--- config.mk ---
export PLATFORM = sky130hd
export DESIGN_NAME = rtc_core
export DESIGN_NICKNAME = d
export VERILOG_FILES = /design/src/inc/rtc_pkg.sv /design/src/rtl/rtc_core.sv
export VERILOG_INCLUDE_DIRS = /design/src /design/src/inc
export SDC_FILE = /design/constraint.sdc
export NUM_CORES = 1
export LEC_CHECK = 0
export BUFFER_PORTS_ARGS = -buffer_cell sky130_fd_sc_hd__buf_4
export CORE_MARGIN = 2
export CORE_UTILIZATION = 28
export CTS_CLUSTER_SIZE = 20
export DETAILED_ROUTE_END_ITERATION = 8
export PLACE_DENSITY = 0.49
export SYNTH_ARGS = -nofsm -noshare
export SYNTH_HDL_FRONTEND = slang
export SYNTH_SLANG_ARGS = --single-unit
--- constraint.sdc ---
create_clock -name clock_i -period 2.4 [get_ports clock_i]
set_clock_uncertainty 0.1 [all_clocks]
set_input_delay 0.12 -clock clock_i [delete_from_list [all_inputs] [get_ports clock_i]]
set_output_delay 0.12 -clock clock_i [all_outputs]
set_load 0.02 [all_outputs]
--- src/inc/rtc_map.svh ---
`ifndef RTC_MAP_SVH
`define RTC_MAP_SVH
`define ADR_CTL_ONE   4'h0
`define ADR_CTL_TWO   4'h1
`define ADR_SECONDS   4'h2
`define ADR_MINUTES   4'h3
`define ADR_HOURS     4'h4
`define ADR_DAYS      4'h5
`define ADR_LAST      4'hF
`define C1_TEST_BIT   7
`define C1_STOP_BIT   5
`define C1_GATE_BIT   3
`define C1_RESET      8'h08
`define C2_RESET      5'h00
`define SEC_MAX       7'h59
`define MIN_MAX       7'h59
`define HOUR_MAX      6'h23
`define DAY_FIRST     6'h01
`define DAY_SHORT     6'h30
`define DAY_LONG      6'h31
`define DAY_FEB       6'h28
`define DAY_LEAP      6'h29
`define MON_FEB       5'h02
`define MON_APR       5'h04
`define MON_JUN       5'h06
`define MON_SEP       5'h09
`define MON_NOV       5'h11
`define XTAL_HZ       32768
`endif

--- src/inc/rtc_pkg.sv ---
package rtc_pkg;
    typedef struct packed {
        logic irq_pulse_select;
        logic alarm_flag;
        logic timer_flag;
        logic alarm_irq_enable;
        logic timer_irq_enable;
    } ctl_two_t;
    typedef struct packed {
        logic       wr;
        logic       rd;
        logic       ptr_load;
        logic [7:0] wdata;
    } reg_req_t;
endpackage

--- src/rtl/rtc_core.sv ---
// Contract
// - stop bit clears divider, halts counting
// - gate bit enables override; default one
// - bit seven selects external clock test
// - pulse select: timer irq level or pulse
// - flag and enable bit positions in control two
// - alarm flag with enable holds irq low
// - reset while oscillator stopped; pointer cleared
// - reset values of control and bit seven
// - unlisted bits keep value across resets
// - override ends reset at once
// - clearing gate cancels override; reset needed
// - gate clear otherwise only blocks entry
// - low supply sets sticky flag in seconds
// - supply flag reads one at start-up
// - seconds BCD tens six-four units three-zero
// - minutes BCD, bit seven unused
// - hours 24h BCD, tens five-four
// - days BCD from 1 to 31
// - February 29 when year divisible by four
// - accesses freeze counting, one pending tick
`timescale 1ns/1ps
`include "rtc_map.svh"
module rtc_core #(
    parameter int DIV_COUNT = `XTAL_HZ
) (
    input  wire logic              clock_i,
    input  wire logic              rst_i,
    input  wire logic              xtal_i,
    input  wire logic              osc_running_i,
    input  wire logic              override_seq_i,
    input  wire logic              supply_low_i,
    input  wire logic              alarm_event_i,
    input  wire logic              timer_event_i,
    input  wire logic              access_i,
    input  wire rtc_pkg::reg_req_t req_i,
    input  wire logic [4:0]        month_bcd_i,
    input  wire logic [7:0]        year_bcd_i,
    output logic [7:0]             rdata_o,
    output logic                   int_n_o,
    output logic                   clock_output_o,
    output logic                   external_clock_test_mode_o,
    output logic                   day_carry_o
);
    logic [7:0]        ctl_one_q, ctl_one_d;
    rtc_pkg::ctl_two_t ctl_two_q, ctl_two_d;
    logic [6:0]        sec_q, sec_d, min_q, min_d;
    logic [5:0]        hour_q, hour_d, day_q, day_d;
    logic              vl_q, vl_d, min7_q, min7_d;
    logic [3:0]        ptr_q, ptr_d;
    logic [15:0]       div_q, div_d;
    logic              xtal_q, pend_q, pend_d, ovr_q, ovr_d;
    logic [7:0]        rdata_d;
    logic              int_n_d, carry_d;
    logic              int_rst, tick, step, leap;
    logic [5:0]        day_max;
    logic [7:0]        rd_mux;

    function automatic logic [6:0] bcd_inc(input logic [6:0] v);
        if (v[3:0] == 4'h9) begin
            bcd_inc = {v[6:4] + 3'h1, 4'h0};
        end else begin
            bcd_inc = {v[6:4], v[3:0] + 4'h1};
        end
    endfunction

    // Internal reset follows the oscillator unless the override bypasses it
    assign int_rst = rst_i | (~osc_running_i & ~ovr_q);
    assign tick = (div_q == 16'(DIV_COUNT - 1)) & ~xtal_q & xtal_i;
    // Counting waits for the access to end; the held tick is serviced then
    assign step = (tick | pend_q) & ~access_i & ~int_rst & ~ctl_one_q[`C1_STOP_BIT];

    always_comb begin
        // Year divisible by four in BCD: even tens with 0/4/8, odd tens with 2/6
        leap = year_bcd_i[4] ? (year_bcd_i[3:0] == 4'h2 || year_bcd_i[3:0] == 4'h6)
                             : (year_bcd_i[1:0] == 2'h0);
        case (month_bcd_i)
            `MON_FEB: day_max = leap ? `DAY_LEAP : `DAY_FEB;
            `MON_APR, `MON_JUN, `MON_SEP, `MON_NOV: day_max = `DAY_SHORT;
            default: day_max = `DAY_LONG;
        endcase
    end

    always_comb begin
        // Unimplemented addresses read back as zero
        case (ptr_q)
            `ADR_CTL_ONE: rd_mux = ctl_one_q;
            `ADR_CTL_TWO: rd_mux = {3'h0, ctl_two_q};
            `ADR_SECONDS: rd_mux = {vl_q, sec_q};
            `ADR_MINUTES: rd_mux = {min7_q, min_q};
            `ADR_HOURS:   rd_mux = {2'h0, hour_q};
            `ADR_DAYS:    rd_mux = {2'h0, day_q};
            default:      rd_mux = 8'h00;
        endcase
    end

    always_comb begin
        ctl_one_d = ctl_one_q;
        ctl_two_d = ctl_two_q;
        sec_d     = sec_q;
        min_d     = min_q;
        hour_d    = hour_q;
        day_d     = day_q;
        vl_d      = vl_q;
        min7_d    = min7_q;
        ptr_d     = ptr_q;
        div_d     = div_q;
        pend_d    = pend_q;
        ovr_d     = ovr_q;
        rdata_d   = rdata_o;
        carry_d   = 1'b0;
        // Stop holds the divider cleared; the crystal output is untouched
        if (ctl_one_q[`C1_STOP_BIT] || int_rst) begin
            div_d = 16'h0000;
        end else if (~xtal_q & xtal_i) begin
            div_d = tick ? 16'h0000 : div_q + 16'h0001;
        end
        if (tick && access_i) begin
            pend_d = 1'b1;
        end else if (step) begin
            pend_d = 1'b0;
        end
        if (step) begin
            sec_d = (sec_q == `SEC_MAX) ? 7'h00 : bcd_inc(sec_q);
            if (sec_q == `SEC_MAX) begin
                min_d = (min_q == `MIN_MAX) ? 7'h00 : bcd_inc(min_q);
                if (min_q == `MIN_MAX) begin
                    hour_d = (hour_q == `HOUR_MAX) ? 6'h00 : 6'(bcd_inc({1'b0, hour_q}));
                    if (hour_q == `HOUR_MAX) begin
                        day_d   = (day_q >= day_max) ? `DAY_FIRST : 6'(bcd_inc({1'b0, day_q}));
                        carry_d = (day_q >= day_max);
                    end
                end
            end
        end
        // Pointer wraps past the last address so burst reads never stall
        if (req_i.ptr_load) begin
            ptr_d = req_i.wdata[3:0];
        end else if (req_i.wr || req_i.rd) begin
            ptr_d = ptr_q + 4'h1;
        end
        if (req_i.rd) begin
            rdata_d = rd_mux;
        end
        if (req_i.wr) begin
            case (ptr_q)
                `ADR_CTL_ONE: begin
                    ctl_one_d = req_i.wdata;
                    if (!req_i.wdata[`C1_GATE_BIT]) begin
                        ovr_d = 1'b0;
                    end
                end
                `ADR_CTL_TWO: ctl_two_d = rtc_pkg::ctl_two_t'(req_i.wdata[4:0]);
                `ADR_SECONDS: begin
                    sec_d = req_i.wdata[6:0];
                    vl_d  = req_i.wdata[7];
                end
                `ADR_MINUTES: begin
                    min_d  = req_i.wdata[6:0];
                    min7_d = req_i.wdata[7];
                end
                `ADR_HOURS: hour_d = req_i.wdata[5:0];
                `ADR_DAYS:  day_d  = req_i.wdata[5:0];
                default: ;
            endcase
        end
        // Hardware events win over a clearing write in the same cycle
        if (alarm_event_i) begin
            ctl_two_d.alarm_flag = 1'b1;
        end
        if (timer_event_i) begin
            ctl_two_d.timer_flag = 1'b1;
        end
        if (supply_low_i) begin
            vl_d = 1'b1;
        end
        if (override_seq_i && int_rst && !rst_i && ctl_one_q[`C1_GATE_BIT]) begin
            ovr_d = 1'b1;
        end
        // Internal reset wins over writes to control, seconds and minutes bit seven; minute, hour and day writes still land; the time counts themselves survive it
        if (int_rst) begin
            ctl_one_d = `C1_RESET;
            ctl_two_d = `C2_RESET;
            vl_d      = 1'b1;
            min7_d    = 1'b1;
            ptr_d     = 4'h0;
            pend_d    = 1'b0;
            sec_d     = sec_q;
        end
    end

    always_comb begin
        int_n_d = 1'b1;
        if (ctl_two_q.alarm_flag && ctl_two_q.alarm_irq_enable) begin
            int_n_d = 1'b0;
        end else if (ctl_two_q.timer_irq_enable) begin
            // Pulse mode marks each timer event with one clock low
            int_n_d = ctl_two_q.irq_pulse_select ? ~timer_event_i : ~ctl_two_q.timer_flag;
        end
    end

    always_ff @(posedge clock_i) begin
        xtal_q                     <= xtal_i;
        clock_output_o             <= xtal_i;
        external_clock_test_mode_o <= ctl_one_q[`C1_TEST_BIT];
        if (rst_i) begin
            ctl_one_q   <= `C1_RESET;
            ctl_two_q   <= `C2_RESET;
            sec_q       <= 7'h00;
            min_q       <= 7'h00;
            hour_q      <= 6'h00;
            day_q       <= `DAY_FIRST;
            vl_q        <= 1'b1;
            min7_q      <= 1'b1;
            ptr_q       <= 4'h0;
            div_q       <= 16'h0000;
            pend_q      <= 1'b0;
            ovr_q       <= 1'b0;
            rdata_o     <= 8'h00;
            int_n_o     <= 1'b1;
            day_carry_o <= 1'b0;
        end else begin
            ctl_one_q   <= ctl_one_d;
            ctl_two_q   <= ctl_two_d;
            sec_q       <= sec_d;
            min_q       <= min_d;
            hour_q      <= hour_d;
            day_q       <= day_d;
            vl_q        <= vl_d;
            min7_q      <= min7_d;
            ptr_q       <= ptr_d;
            div_q       <= div_d;
            pend_q      <= pend_d;
            ovr_q       <= ovr_d;
            rdata_o     <= rdata_d;
            int_n_o     <= int_n_d;
            day_carry_o <= carry_d;
        end
    end

    stop_clears_a: assert property (@(posedge clock_i) disable iff (rst_i)
        ctl_one_q[`C1_STOP_BIT] |=> div_q == 16'h0000 && $stable(sec_q)) else $error("divider runs while stopped");
    gate_reset_a: assert property (@(posedge clock_i) disable iff (rst_i)
        int_rst |=> ctl_one_q == `C1_RESET) else $error("control one not reset");
    alarm_irq_a: assert property (@(posedge clock_i) disable iff (rst_i)
        ctl_two_q.alarm_flag && ctl_two_q.alarm_irq_enable |=> !int_n_o) else $error("alarm irq not held");
    level_irq_a: assert property (@(posedge clock_i) disable iff (rst_i)
        !ctl_two_q.alarm_irq_enable && ctl_two_q.timer_irq_enable && !ctl_two_q.irq_pulse_select
        |=> int_n_o == !$past(ctl_two_q.timer_flag)) else $error("timer level irq wrong");
    ptr_reset_a: assert property (@(posedge clock_i) disable iff (rst_i)
        int_rst |=> ptr_q == 4'h0 && ctl_two_q == `C2_RESET && vl_q) else $error("reset state wrong");
    override_a: assert property (@(posedge clock_i) disable iff (rst_i)
        override_seq_i && int_rst && ctl_one_q[`C1_GATE_BIT] |=> !int_rst) else $error("override ignored");
    gate_clear_a: assert property (@(posedge clock_i) disable iff (rst_i)
        req_i.wr && ptr_q == `ADR_CTL_ONE && !req_i.wdata[`C1_GATE_BIT] && !int_rst |=> !ovr_q)
        else $error("override not cancelled");
    vl_sticky_a: assert property (@(posedge clock_i) disable iff (rst_i)
        supply_low_i |=> vl_q ##1 vl_q || $past(req_i.wr)) else $error("supply flag lost");
    sec_wrap_a: assert property (@(posedge clock_i) disable iff (rst_i)
        step && !req_i.wr && sec_q == `SEC_MAX |=> sec_q == 7'h00) else $error("seconds wrap wrong");
    freeze_a: assert property (@(posedge clock_i) disable iff (rst_i)
        tick && access_i && !int_rst |=> pend_q && $stable(sec_q) || $past(req_i.wr)) else $error("tick lost");

    // Calendar and flag checks; all but leap_rule_a, pulse_irq_a, test_out_a, clock_out_a and min_seven_a exempt cycles where a write or reset takes over
    min_wrap_a: assert property (@(posedge clock_i) disable iff (rst_i)
        step && !req_i.wr && sec_q == `SEC_MAX && min_q == `MIN_MAX |=> min_q == 7'h00)
        else $error("minutes wrap wrong");
    hour_wrap_a: assert property (@(posedge clock_i) disable iff (rst_i)
        step && !req_i.wr && sec_q == `SEC_MAX && min_q == `MIN_MAX && hour_q == `HOUR_MAX |=> hour_q == 6'h00)
        else $error("hours wrap wrong");
    day_wrap_a: assert property (@(posedge clock_i) disable iff (rst_i)
        step && !req_i.wr && sec_q == `SEC_MAX && min_q == `MIN_MAX && hour_q == `HOUR_MAX && day_q >= day_max
        |=> day_q == `DAY_FIRST && day_carry_o) else $error("day wrap wrong");
    leap_rule_a: assert property (@(posedge clock_i) disable iff (rst_i)
        leap == ((int'(year_bcd_i[7:4]) * 10 + int'(year_bcd_i[3:0])) % 4 == 0))
        else $error("leap year decode wrong");
    leap_day_a: assert property (@(posedge clock_i) disable iff (rst_i)
        step && !req_i.wr && sec_q == `SEC_MAX && min_q == `MIN_MAX && hour_q == `HOUR_MAX && leap
        && month_bcd_i == `MON_FEB && day_q == `DAY_FEB |=> day_q == `DAY_LEAP) else $error("leap day skipped");
    pulse_irq_a: assert property (@(posedge clock_i) disable iff (rst_i)
        !(ctl_two_q.alarm_flag && ctl_two_q.alarm_irq_enable) && ctl_two_q.timer_irq_enable
        && ctl_two_q.irq_pulse_select && timer_event_i |=> !int_n_o) else $error("timer pulse missing");
    test_out_a: assert property (@(posedge clock_i) disable iff (rst_i)
        external_clock_test_mode_o == $past(ctl_one_q[`C1_TEST_BIT])) else $error("test mode output wrong");
    clock_out_a: assert property (@(posedge clock_i) disable iff (rst_i)
        clock_output_o == $past(xtal_i)) else $error("clock output not following crystal");
    vl_clear_a: assert property (@(posedge clock_i) disable iff (rst_i)
        req_i.wr && ptr_q == `ADR_SECONDS && !req_i.wdata[7] && !supply_low_i && !int_rst
        |=> !vl_q) else $error("supply flag not cleared");
    alarm_set_a: assert property (@(posedge clock_i) disable iff (rst_i)
        alarm_event_i && !int_rst |=> ctl_two_q.alarm_flag) else $error("alarm flag not set");
    timer_set_a: assert property (@(posedge clock_i) disable iff (rst_i)
        timer_event_i && !int_rst |=> ctl_two_q.timer_flag) else $error("timer flag not set");
    min_seven_a: assert property (@(posedge clock_i) disable iff (rst_i)
        int_rst |=> min7_q) else $error("minutes bit seven not reset");
    pending_tick_a: assert property (@(posedge clock_i) disable iff (rst_i)
        pend_q && !access_i && !int_rst && !ctl_one_q[`C1_STOP_BIT] && !req_i.wr |=> $changed(sec_q))
        else $error("held tick not serviced");
endmodule

=== Word-level counts from Yosys, hierarchy flattened ===
Index checks and enable logic that the tools add are counted.

* Flip-flop bits (word level): 75

* Bitwise operators: 21
* Order comparisons: 1
* Mux-type cells: 46
* Add/subtract/negate cells: 10
* Equality and inequality tests: 21
* Reductions and logical operators: 31

{| class="wikitable"
|+ Operators by type and width
! cell !! number
|-
| $mux W6 || 15
|-
| $mux W7 || 11
|-
| $pmux W8 S6 || 1
|-
| $add A4 B1 Y4 const B || 5
|-
| $add A16 B1 Y16 const B || 1
|-
| $eq A16 B15 Y1 const B || 1
|-
| $eq A4 B4 Y1 const B || 4
|-
| $mux W16 || 1
|-
| $mux W4 || 4
|-
| $reduce_bool A2 Y1 || 8
|-
| $eq A7 B7 Y1 const B || 2
|-
| $mux W1 || 13
|-
| $eq A4 B2 Y1 const B || 3
|-
| $eq A4 B3 Y1 const B || 3
|-
| $not A1 Y1 || 12
|-
| $reduce_and A2 Y1 || 6
|-
| $eq A5 B3 Y1 const B || 2
|-
| $pmux W5 S2 || 1
|-
| $and A1 B1 Y1 || 7
|-
| $add A3 B1 Y3 const B || 2
|-
| $eq A6 B6 Y1 const B || 1
|-
| $ge A6 B6 Y1 || 1
|-
| $eq A5 B2 Y1 const B || 1
|-
| $eq A5 B4 Y1 const B || 1
|-
| other kinds (15) || 24
|}

=== Logic depth before layout (Yosys ltp) ===
Gate-level depths: netlist of the first run.

* Word-level depth: 13
* Gate-level depth with buffers: 13
* Mapped depth without buffers: 13

=== Worst setup path before layout of the first run ===
No wires, ideal clock.

* Kind: input to register
* Start: input port year_bcd_i[4]
* End: register day_q[2]
* Data arrival time: 2.182 ns
* Buffers on the path: 0
* Cell stages on the path: 13
* Setup slack: 0.027 ns
* Cell sequence: nand2_1 > nor2_1 > nor2_1 > o21ai_0 > nand2b_1 > a21oi_1 > ha_1 > or4b_1 > a31oi_1 > nor2_1 > nor2_2 > nand4b_1 > a311oi_1

* Longest elaborated chain between the ends: 11

{| class="wikitable"
|+ Ends and longest elaborated chain
! item !! RTL line !! text
|-
| start, declared || rtc_core.sv:38 || <nowiki>input wire logic [7:0] year_bcd_i,</nowiki>
|-
| $mux W1 * || rtc_core.sv:75 || <nowiki>leap = year_bcd_i[4] ? (year_bcd_i[3:0] == 4'h2 || year_bcd_i[3:0] == 4'h6)</nowiki>
|-
| $mux W1 (no line) * || -- ||
|-
| $pmux W5 S2 * || rtc_core.sv:77 || <nowiki>case (month_bcd_i)</nowiki>
|-
| $ge A6 B6 Y1 * || rtc_core.sv:130 || <nowiki>day_d = (day_q >= day_max) ? `DAY_FIRST : 6'(bcd_inc({1'b0, day_q}));</nowiki>
|-
| $mux W6 * || rtc_core.sv:130 ||
|-
| $mux W6 * || rtc_core.sv:129 || <nowiki>if (hour_q == `HOUR_MAX) begin</nowiki>
|-
| $mux W6 * || rtc_core.sv:127 || <nowiki>if (min_q == `MIN_MAX) begin</nowiki>
|-
| $mux W6 * || rtc_core.sv:125 || <nowiki>if (sec_q == `SEC_MAX) begin</nowiki>
|-
| $mux W6 * || rtc_core.sv:123 || <nowiki>if (step) begin</nowiki>
|-
| $mux W6 || rtc_core.sv:146 || <nowiki>case (ptr_q)</nowiki>
|-
| $mux W6 * || rtc_core.sv:145 || <nowiki>if (req_i.wr) begin</nowiki>
|-
| end signal, assigned || rtc_core.sv:212 || <nowiki>day_q <= `DAY_FIRST;</nowiki>
|-
| end signal, assigned || rtc_core.sv:228 || <nowiki>day_q <= day_d;</nowiki>
|-
| end, declared || rtc_core.sv:48 || <nowiki>logic [5:0] hour_q, hour_d, day_q, day_d;</nowiki>
|}

Mark *: on every way between the ends. The rest lies on a longest branch, timed or not.
A chain may end at the register's enable or synchronous reset.

=== Final worst setup path of the first run ===
* Start: register sec_q[5]
* End: register day_q[2]

* Longest elaborated chain between the ends: 5

{| class="wikitable"
|+ Ends and longest elaborated chain
! item !! RTL line !! text
|-
| start, declared || rtc_core.sv:47 || <nowiki>logic [6:0] sec_q, sec_d, min_q, min_d;</nowiki>
|-
| start signal, assigned || rtc_core.sv:209 || <nowiki>sec_q <= 7'h00;</nowiki>
|-
| start signal, assigned || rtc_core.sv:225 || <nowiki>sec_q <= sec_d;</nowiki>
|-
| $eq A7 B7 Y1 (no line) * || -- ||
|-
| $mux W6 * || rtc_core.sv:125 ||
|-
| $mux W6 * || rtc_core.sv:123 ||
|-
| $mux W6 || rtc_core.sv:146 ||
|-
| $mux W6 * || rtc_core.sv:145 ||
|}

Marked as above.

==> metrics.txt, run 1 <==
routed len/inst 16.5 µm; Starting Density 28.7%; port bufs 40; Worst Setup SP sec_q[5]; end of the worst register-to-register path day_q[2]; unrepaired setup endpoints after global routing yes; CTS Buf Count 9; antenna violations before repair 0; Final setup viols 0; number of max-cap violations 0; most instantiated library cell after synthesis nor2_1; Synth area leader dfxtp_1; WP data arrival 2400 ps; met3 wire len 502 µm; setup tns final 0 ps; Post-Place Cell Area 0.00498 mm²; Synthesized Nets 585; Root Buffer clkbuf_16; Synth warnings 0; RePlAce Congestion 0.867; Die ar. 0.0166 mm²; setup slack after layout 151 ps; GR Overflow Total 0; CTS clk-pin slew, worst paths 60 ps; CORE AREA 0.0152 mm²; Max Used Layer met4; DRT Pass-1 Iters 5; Nets 645; max_slew headroom 56.5%; Core Rows 45; Synth area leaders dfxtp_1 34%, nor2_1 7.0%, ha_1 4.3%; # DRC 0; largest net degree at the start of global routing 39; crit path capture type register; LEAKAGE 1.97 nW; drt via density 5.24; filler cell count 1588; Seq/Total Area, Yosys 34.4%; number of synthesized flops with an enable pin 0; detailed placement HPWL 9350 µm; Hold Fails Final Rpt 0; DRT met1 WL 5990 µm; ys async rst share 0%; Slew @ Worst Pin 650 ps; share of cells above drive strength 1 18.6%; fin crit share 93.7%; Tmin final 2250 ps; Setup crit end day_q[2]; CTS sink count 75; vias in the first global route 4044; post-route antenna net violation count 0; Worst EP required 2550 ps; Finished Cell Area 0.00545 mm²; r2r worst-path depth 8; Top FF cell, synth dfxtp_1; critical path fanouts, max 5; Mean Syn Cell Area 8.14 µm²; fmax 0.445 GHz; All-Layer GR Usage 16.5%; Worst R2R Start sec_q[5]; die height 129 µm; WL met2 6230 µm; r2r setup slk 150 ps; CP Launch Type register; Area growth, synth to finish 24.7%; Finished Core Util 35.9%; kind of critical path register to register; Post-CTS Setup Inserts 0; cells after synthesis 537; later-pin clock latency in the skew report 340 ps; first-pass GRT wire length 21200 µm; Cell Pwr Density 583 mW/mm²; Max Buffers Root-to-Sink 2; pre-CTS setup slack -230 ps; top cells by count, synth 82 x nor2_1, 75 x dfxtp_1, 48 x nand2_1; io pins 45; Inserted Diodes 0; Final Slew Violations 0; Unique masters post-synth 77; Tot Pwr 3.18 mW; Detailed Route Iter0 Violations 212; HP Class input port to register; Mapped Area 0.00437 mm²; clock tree from TritonCTS done; VDD IR max 0.406 mV; status finished, final reports clean; Clock H-tree levels 3; Yosys top cell area share 34.4%; total wire length 13100 µm; Die W 129 µm; via count 4137; #FFs+latches synth 75
## kinds of logic after synthesis
group / share of synthesized area, %
mux: 3.69
flops: 34.4
fa+ha+maj: 4.29
compound gates: 18.6
xor+xnor: 4.21
simple gates: 30.3
buf+inv: 4.52
## area by class of cell
class	count	area, µm²	area share, %
multi-input cells	416	2690	49.3
flip-flops and latches	75	1500	27.5
repair buffers	79	638	11.7
clock buffers	12	256	4.71
well taps	188	235	4.31
clock inverters	4	72.6	1.33
inverters	16	60.1	1.10
## flip-flops by register name, indices dropped and copies added, names as in the netlist
signal and count:
rdata_o 8, pend_q 1, min_q 7, ctl_one_q 8, hour_q 6, xtal_q 1, sec_q 7, min7_q 1
day_carry_o 1, div_q 16, ovr_q 1, ctl_two_q 5, int_n_o 1, vl_q 1, external_clock_test_mode_o 1, day_q 6
ptr_q 4
## routing by layer
metal / GRT usage [%] / vias up
met5: 0 / -
met4: 7.61 / 0
met3: 3.37 / 21
met2: 26.7 / 104
met1: 21.1 / 1953
li1: - / 2059
## through the flow
stage               hold slack (ps)  instances
floorplan                      47.7        537
global route                   36.2        790
CTS                            9.87        790
detailed placement              175        761
global placement                171        761
finish                         19.4        790
## worst min-delay path by stage
stage	start	to	slack, ps	cells past startpoint
5_1_grt	req_i[9]	rdata_o[4]	40	2
2_1_floorplan	xtal_i	xtal_q	50	0
3_5_place_dp	xtal_i	xtal_q	170	1
6_report	req_i[0]	ctl_one_q[0]	20	3
3_3_place_gp	xtal_i	xtal_q	170	1
4_1_cts	req_i[2]	ctl_one_q[2]	10	3
## what timing repair did
item,in CTS,in global routing
setup endpoints to repair,0,7
endpoints found under the hold margin,16,0
gates resized for setup,0,4
hold buffers,13,0
## layout by cell type (no fill, tap or decap), types with 3 or more instances in the layout
cell type      instances
xnor2_1               12
a22o_1                 3
a211oi_1               9
a311oi_1               8
nor4_1                 4
o31ai_1                4
nor3_1                17
and3_1                 4
clkbuf_16              9
buf_4                 65
nand2_1               48
a22oi_1                8
nand3b_1               3
or4_1                  3
and2_1                 3
ha_1                  15
nor3b_1                3
o21ai_0               15
dlygate4sd3_1         13
nor2b_1               10
nor2_2                 3
a31oi_1                7
a41oi_1                3
o211ai_1               3
nand4b_1               6
xor2_1                 9
nand3_1               22
inv_1                 16
nand2b_1               8
a21oi_1               30
mux2i_1               15
nor2_1                81
dfxtp_1               75
nand4_1                4
a221oi_1               4
or2_2                  3
o21bai_1               3
## where the power goes
group | leakage (nW) | switching, mW | internal (mW)
clock | 0.159 | 0.549 | 0.966
combinational | 1.20 | 0.209 | 0.145
sequential | 0.608 | 0.0301 | 1.28
total | 1.97 | 0.788 | 2.39
## worst max-delay path, cell delays in order (launching register included)
cell	delay, ps
dfxtp_1	370
inv_1	90
ha_1	210
nand2_1	120
and2b_2	300
nand3_4	120
nor4_4	450
nand4b_1	140
a311oi_1	260
No activity file was read; power rests on OpenSTA's default activity.
==> inputs of run 2 (changes only) <==
Settings changed: RECOVER_POWER set to 100.
==> metrics.txt, run 2 (synthesis gave the netlist of run 1 again) <==
drt via density 5.22; Inserted Diodes 0; Die ar. 0.0166 mm²; CORE AREA 0.0152 mm²; Area growth, synth to finish 23.6%; crit path capture type register; Detailed Route Iter0 Violations 235; detailed placement HPWL 9350 µm; biggest regs div_q (16), ctl_one_q (8), rdata_o (8); CTS clk-pin slew, worst paths 60 ps; Starting Density 28.7%; GR Overflow Total 0; later-pin clock latency in the skew report 350 ps; Post-CTS Setup Inserts 0; DRT Pass-1 Iters 4; Slew @ Worst Pin 646 ps; LEAKAGE 1.92 nW; share of cells above drive strength 1 16.3%; worst hold slack 17.1 ps; Post-Place Cell Area 0.00498 mm²; total wire length 13100 µm; Worst EP required 2520 ps; Final setup viols 0; setup slack after layout 147 ps; post-route antenna net violation count 0; most common cell after layout, fill and taps aside nor2_1; Root Buffer clkbuf_16; CTS sink count 75; VDD IR max 0.409 mV; status finished, final reports clean; CTS Buf Count 9; Die W 129 µm; commonest cells after routing, fill and taps aside 81 x nor2_1, 75 x dfxtp_1, 52 x buf_4; Finished Core Util 35.5%; max_slew headroom 56.8%; largest net degree at the start of global routing 39; setup tns final 0 ps; die height 129 µm; Max Buffers Root-to-Sink 2; Final Slew Violations 0; Hold Fails Final Rpt 0; critical path fanouts, max 14; HP Class input port to register; Nets 645; port bufs 40; via count 4127; kind of critical path register to register; fin crit share 93.9%; number of max-cap violations 0; first-pass GRT wire length 21200 µm; routed len/inst 16.6 µm; io pins 45; pre-CTS setup slack -230 ps; # DRC 0; All-Layer GR Usage 16.5%; Tmin final 2250 ps; max FFs per register 16; antenna violations before repair 0; fmax 0.444 GHz; WP data arrival 2370 ps; RePlAce Congestion 0.867; unrepaired setup endpoints after global routing yes; CP Launch Type register; Finished Cell Area 0.00540 mm²; clock tree from TritonCTS done; Biggest register div_q; Core Rows 45; Cell Pwr Density 587 mW/mm²; Clock H-tree levels 3; vias in the first global route 4044
## run 2: cell count changes in the layout (fill, tap and decap cells not counted), sizes merged
| cell | delta |
|---|---|
| buf | -13 |
| clkbuf | +13 |
## run 2: through the flow
stage	std cells	power [mW]
floorplan	537	1.53
finish	790	3.17
global route	790	3.30
detailed placement	761	1.67
global placement	761	1.66
CTS	790	3.21
## run 2: area by class of cell
cell class / instances / area [µm²]
inverters: 16 / 60.1
multi-input cells: 416 / 2690
clock buffers: 12 / 256
fillers: 1596 / 9800
repair buffers: 79 / 589
flip-flops and latches: 75 / 1500
clock inverters: 4 / 72.6
well taps: 188 / 235
## run 2: repair_timing
action	in CTS	in global routing
endpoints found under the hold margin	16	0
gates resized for setup	0	4
hold buffers	13	0
setup endpoints to repair	0	7
## run 2: report_power, final
group / leakage (nW) / total, mW / switching (mW) / internal, mW
clock network: 0.159 / 1.52 / 0.551 / 0.966
logic: 1.15 / 0.347 / 0.209 / 0.138
registers: 0.608 / 1.31 / 0.0300 / 1.28
total: 1.92 / 3.17 / 0.790 / 2.38
## run 2: layer usage
layer  GRT usage [%]  routed length, µm  up-vias
li1                -                  -     2056
met1            21.1               6030     1932
met2            26.7               6130      111
met3            3.37                530       28
met4            7.61                440        0
met5               0                  0        -
## run 2: final timing paths
| kind | start | to | slack (ps) | cells after the start |
|---|---|---|---|---|
| setup / recovery | div_q[1] | min_q[1] | 150 | 8 |
| hold / removal | req_i[0] | ctl_one_q[0] | 20 | 3 |
| hold reg to reg | ctl_one_q[7] | external_clock_test_mode_o | 280 | 0 |
| setup reg to reg | div_q[1] | min_q[1] | 150 | 8 |
## run 2: worst max-delay path: stages, from the launching register on
cell       delay [ps]
dfxtp_1           350
ha_1              180
nand3_1           150
nor3_4            240
a31oi_1           180
buf_12            190
nor2_2            220
a221oi_1          110
a2111oi_0         400
==> inputs of run 3 (changes only) <==
Settings changed: CORE_ASPECT_RATIO set to 1.4.
==> metrics.txt, run 3 (synthesis gave the netlist of run 1 again) <==
Starting Density 28.4%; routed len/inst 16.5 µm; Finished Cell Area 0.00538 mm²; Slew @ Worst Pin 964 ps; Final Non-Filler Cells 798; All-Layer GR Usage 16.5%; Global Route met1 Usage 19.4%; r2r worst-path depth 6; r2r setup slk 160 ps; Tmin final 2240 ps; cell count along the critical path 6; commonest cells after routing, fill and taps aside 82 x nor2_1, 75 x dfxtp_1, 51 x buf_4; Placed Cells 771; max FFs per register 16; sequential power share 41.7%; Clk network pwr share 47.4%; Final Slew Violations 0; critical path fanouts, max 6; Nets 645; DRT Pass-1 Iters 5; post-route antenna net violation count 0; Area growth, synth to finish 23.1%; CP max stage cell dfxtp_1; LEAKAGE 1.91 nW; later-pin clock latency in the skew report 340 ps; CTS clk-pin slew, worst paths 60 ps; vias in the first global route 4143; kind of critical path register to register; detailed placement HPWL 9830 µm; port bufs 40; CTS sink count 75; # DRC 0; Clock H-tree levels 3; RePlAce Congestion 0.851; via count 4136; io pins 45; Net Switching 0.809 mW; crit path capture type register; Die W 110 µm; met2 usage 29.4%; Internal 2.33 mW; Biggest register div_q; Root Buffer clkbuf_16; hold_sp req_i[5]; HP Class input port to register; CTS Buf Count 9; total wire length 13200 µm; antenna violations before repair 0; first-pass GRT wire length 21500 µm; Setup crit end day_q[3]; end of the worst register-to-register path day_q[3]; CP Launch Type register; crit-path leading delay family simple AND/OR/NAND/NOR gates; crit-path cells ha_1 -> and4_4 -> nand3_4 -> nor4_4 -> mux2i_1 -> a211oi_2; Core Rows 54; Worst R2R Start min_q[4]; die height 152 µm; max_slew headroom 35.8%; pre-CTS setup slack -195 ps; Most Crowded Layer GR met2; Worst EP required 2510 ps; clock tree from TritonCTS done; CORE AREA 0.0154 mm²; biggest regs div_q (16), ctl_one_q (8), rdata_o (8); Finished Core Util 34.9%; WP data arrival 2350 ps; Hold Fails Final Rpt 0; drt via density 5.18; unrepaired setup endpoints after global routing no; fin crit share 93.3%; Combinational Power Share 11.0%; VDD IR max 0.352 mV; Inserted Diodes 0; Detailed Route Iter0 Violations 215; Die ar. 0.0166 mm²; number of max-cap violations 0; Post-CTS Setup Inserts 0; Tot Pwr 3.14 mW; Max Buffers Root-to-Sink 2; sw frac 25.8%; share of cells above drive strength 1 16.4%; fmax 0.447 GHz; Final setup viols 0; CP bufs+invs 0; GR Overflow Total 0; Cell Pwr Density 583 mW/mm²; met3 Usage GRT 2.79%; most common cell after layout, fill and taps aside nor2_1; status finished, final reports clean; largest net degree at the start of global routing 39; setup slack after layout 161 ps; Worst Setup SP min_q[4]; Post-Place Cell Area 0.00500 mm²; slowest stage delay, CP 460 ps; worst hold stages 3
run 3: timing repair:
item / 4_1_cts / 5_1_grt
gates resized for setup: 0 / 5
endpoints found under the hold margin: 14 / 0
endpoints found under the setup margin: 0 / 8
hold buffers: 11 / 0
run 3: area by class of cell:
| class | instances | area [µm²] |
|---|---|---|
| clock buffers | 10 | 229 |
| clock inverters | 6 | 87.6 |
| fillers | 1653 | 10000 |
| inverters | 16 | 60.1 |
| multi-input cells | 416 | 2680 |
| flip-flops and latches | 75 | 1500 |
| well taps | 196 | 245 |
| repair buffers | 79 | 576 |
run 3: routing by layer:
layer / wire length (µm) / vias up
met1: 5650 / 1999
met4: 318 / 0
li1: - / 2057
met2: 6920 / 63
met5: 0 / -
met3: 300 / 17
run 3: worst min-delay path by stage:
stage                         to  slack (ps)
floorplan                 xtal_q          50
global placement          xtal_q         180
detailed placement        xtal_q         170
CTS                 ctl_one_q[0]           1
global route        ctl_one_q[0]          10
finish              ctl_one_q[5]           6
run 3: per-stage QoR:
| step | hold WS, ps | TNS (ps) |
|---|---|---|
| 5_1_grt | 10.9 | 0 |
| 3_5_place_dp | 174 | -727 |
| 3_3_place_gp | 175 | -594 |
| 4_1_cts | 1.11 | 0 |
| 6_report | 6.27 | 0 |
| 2_1_floorplan | 47.7 | 0 |
run 3: worst min-delay path: cells and delay by family:
| family | cells | cell delay, ps |
|---|---|---|
| AOI/OAI and AO/OA | 1 | 60 |
| buffers and inverters | 1 | 150 |
| and+or+nand+nor | 1 | 60 |
run 3: power groups by stage:
stage | Sequential, mW | Combinational, mW | Clock [mW]
finish | 1.31 | 0.344 | 1.48
floorplan | 1.33 | 0.192 | 0
CTS | 1.31 | 0.352 | 1.51
global route | 1.31 | 0.379 | 1.56
detailed placement | 1.34 | 0.337 | 0
global placement | 1.33 | 0.334 | 0
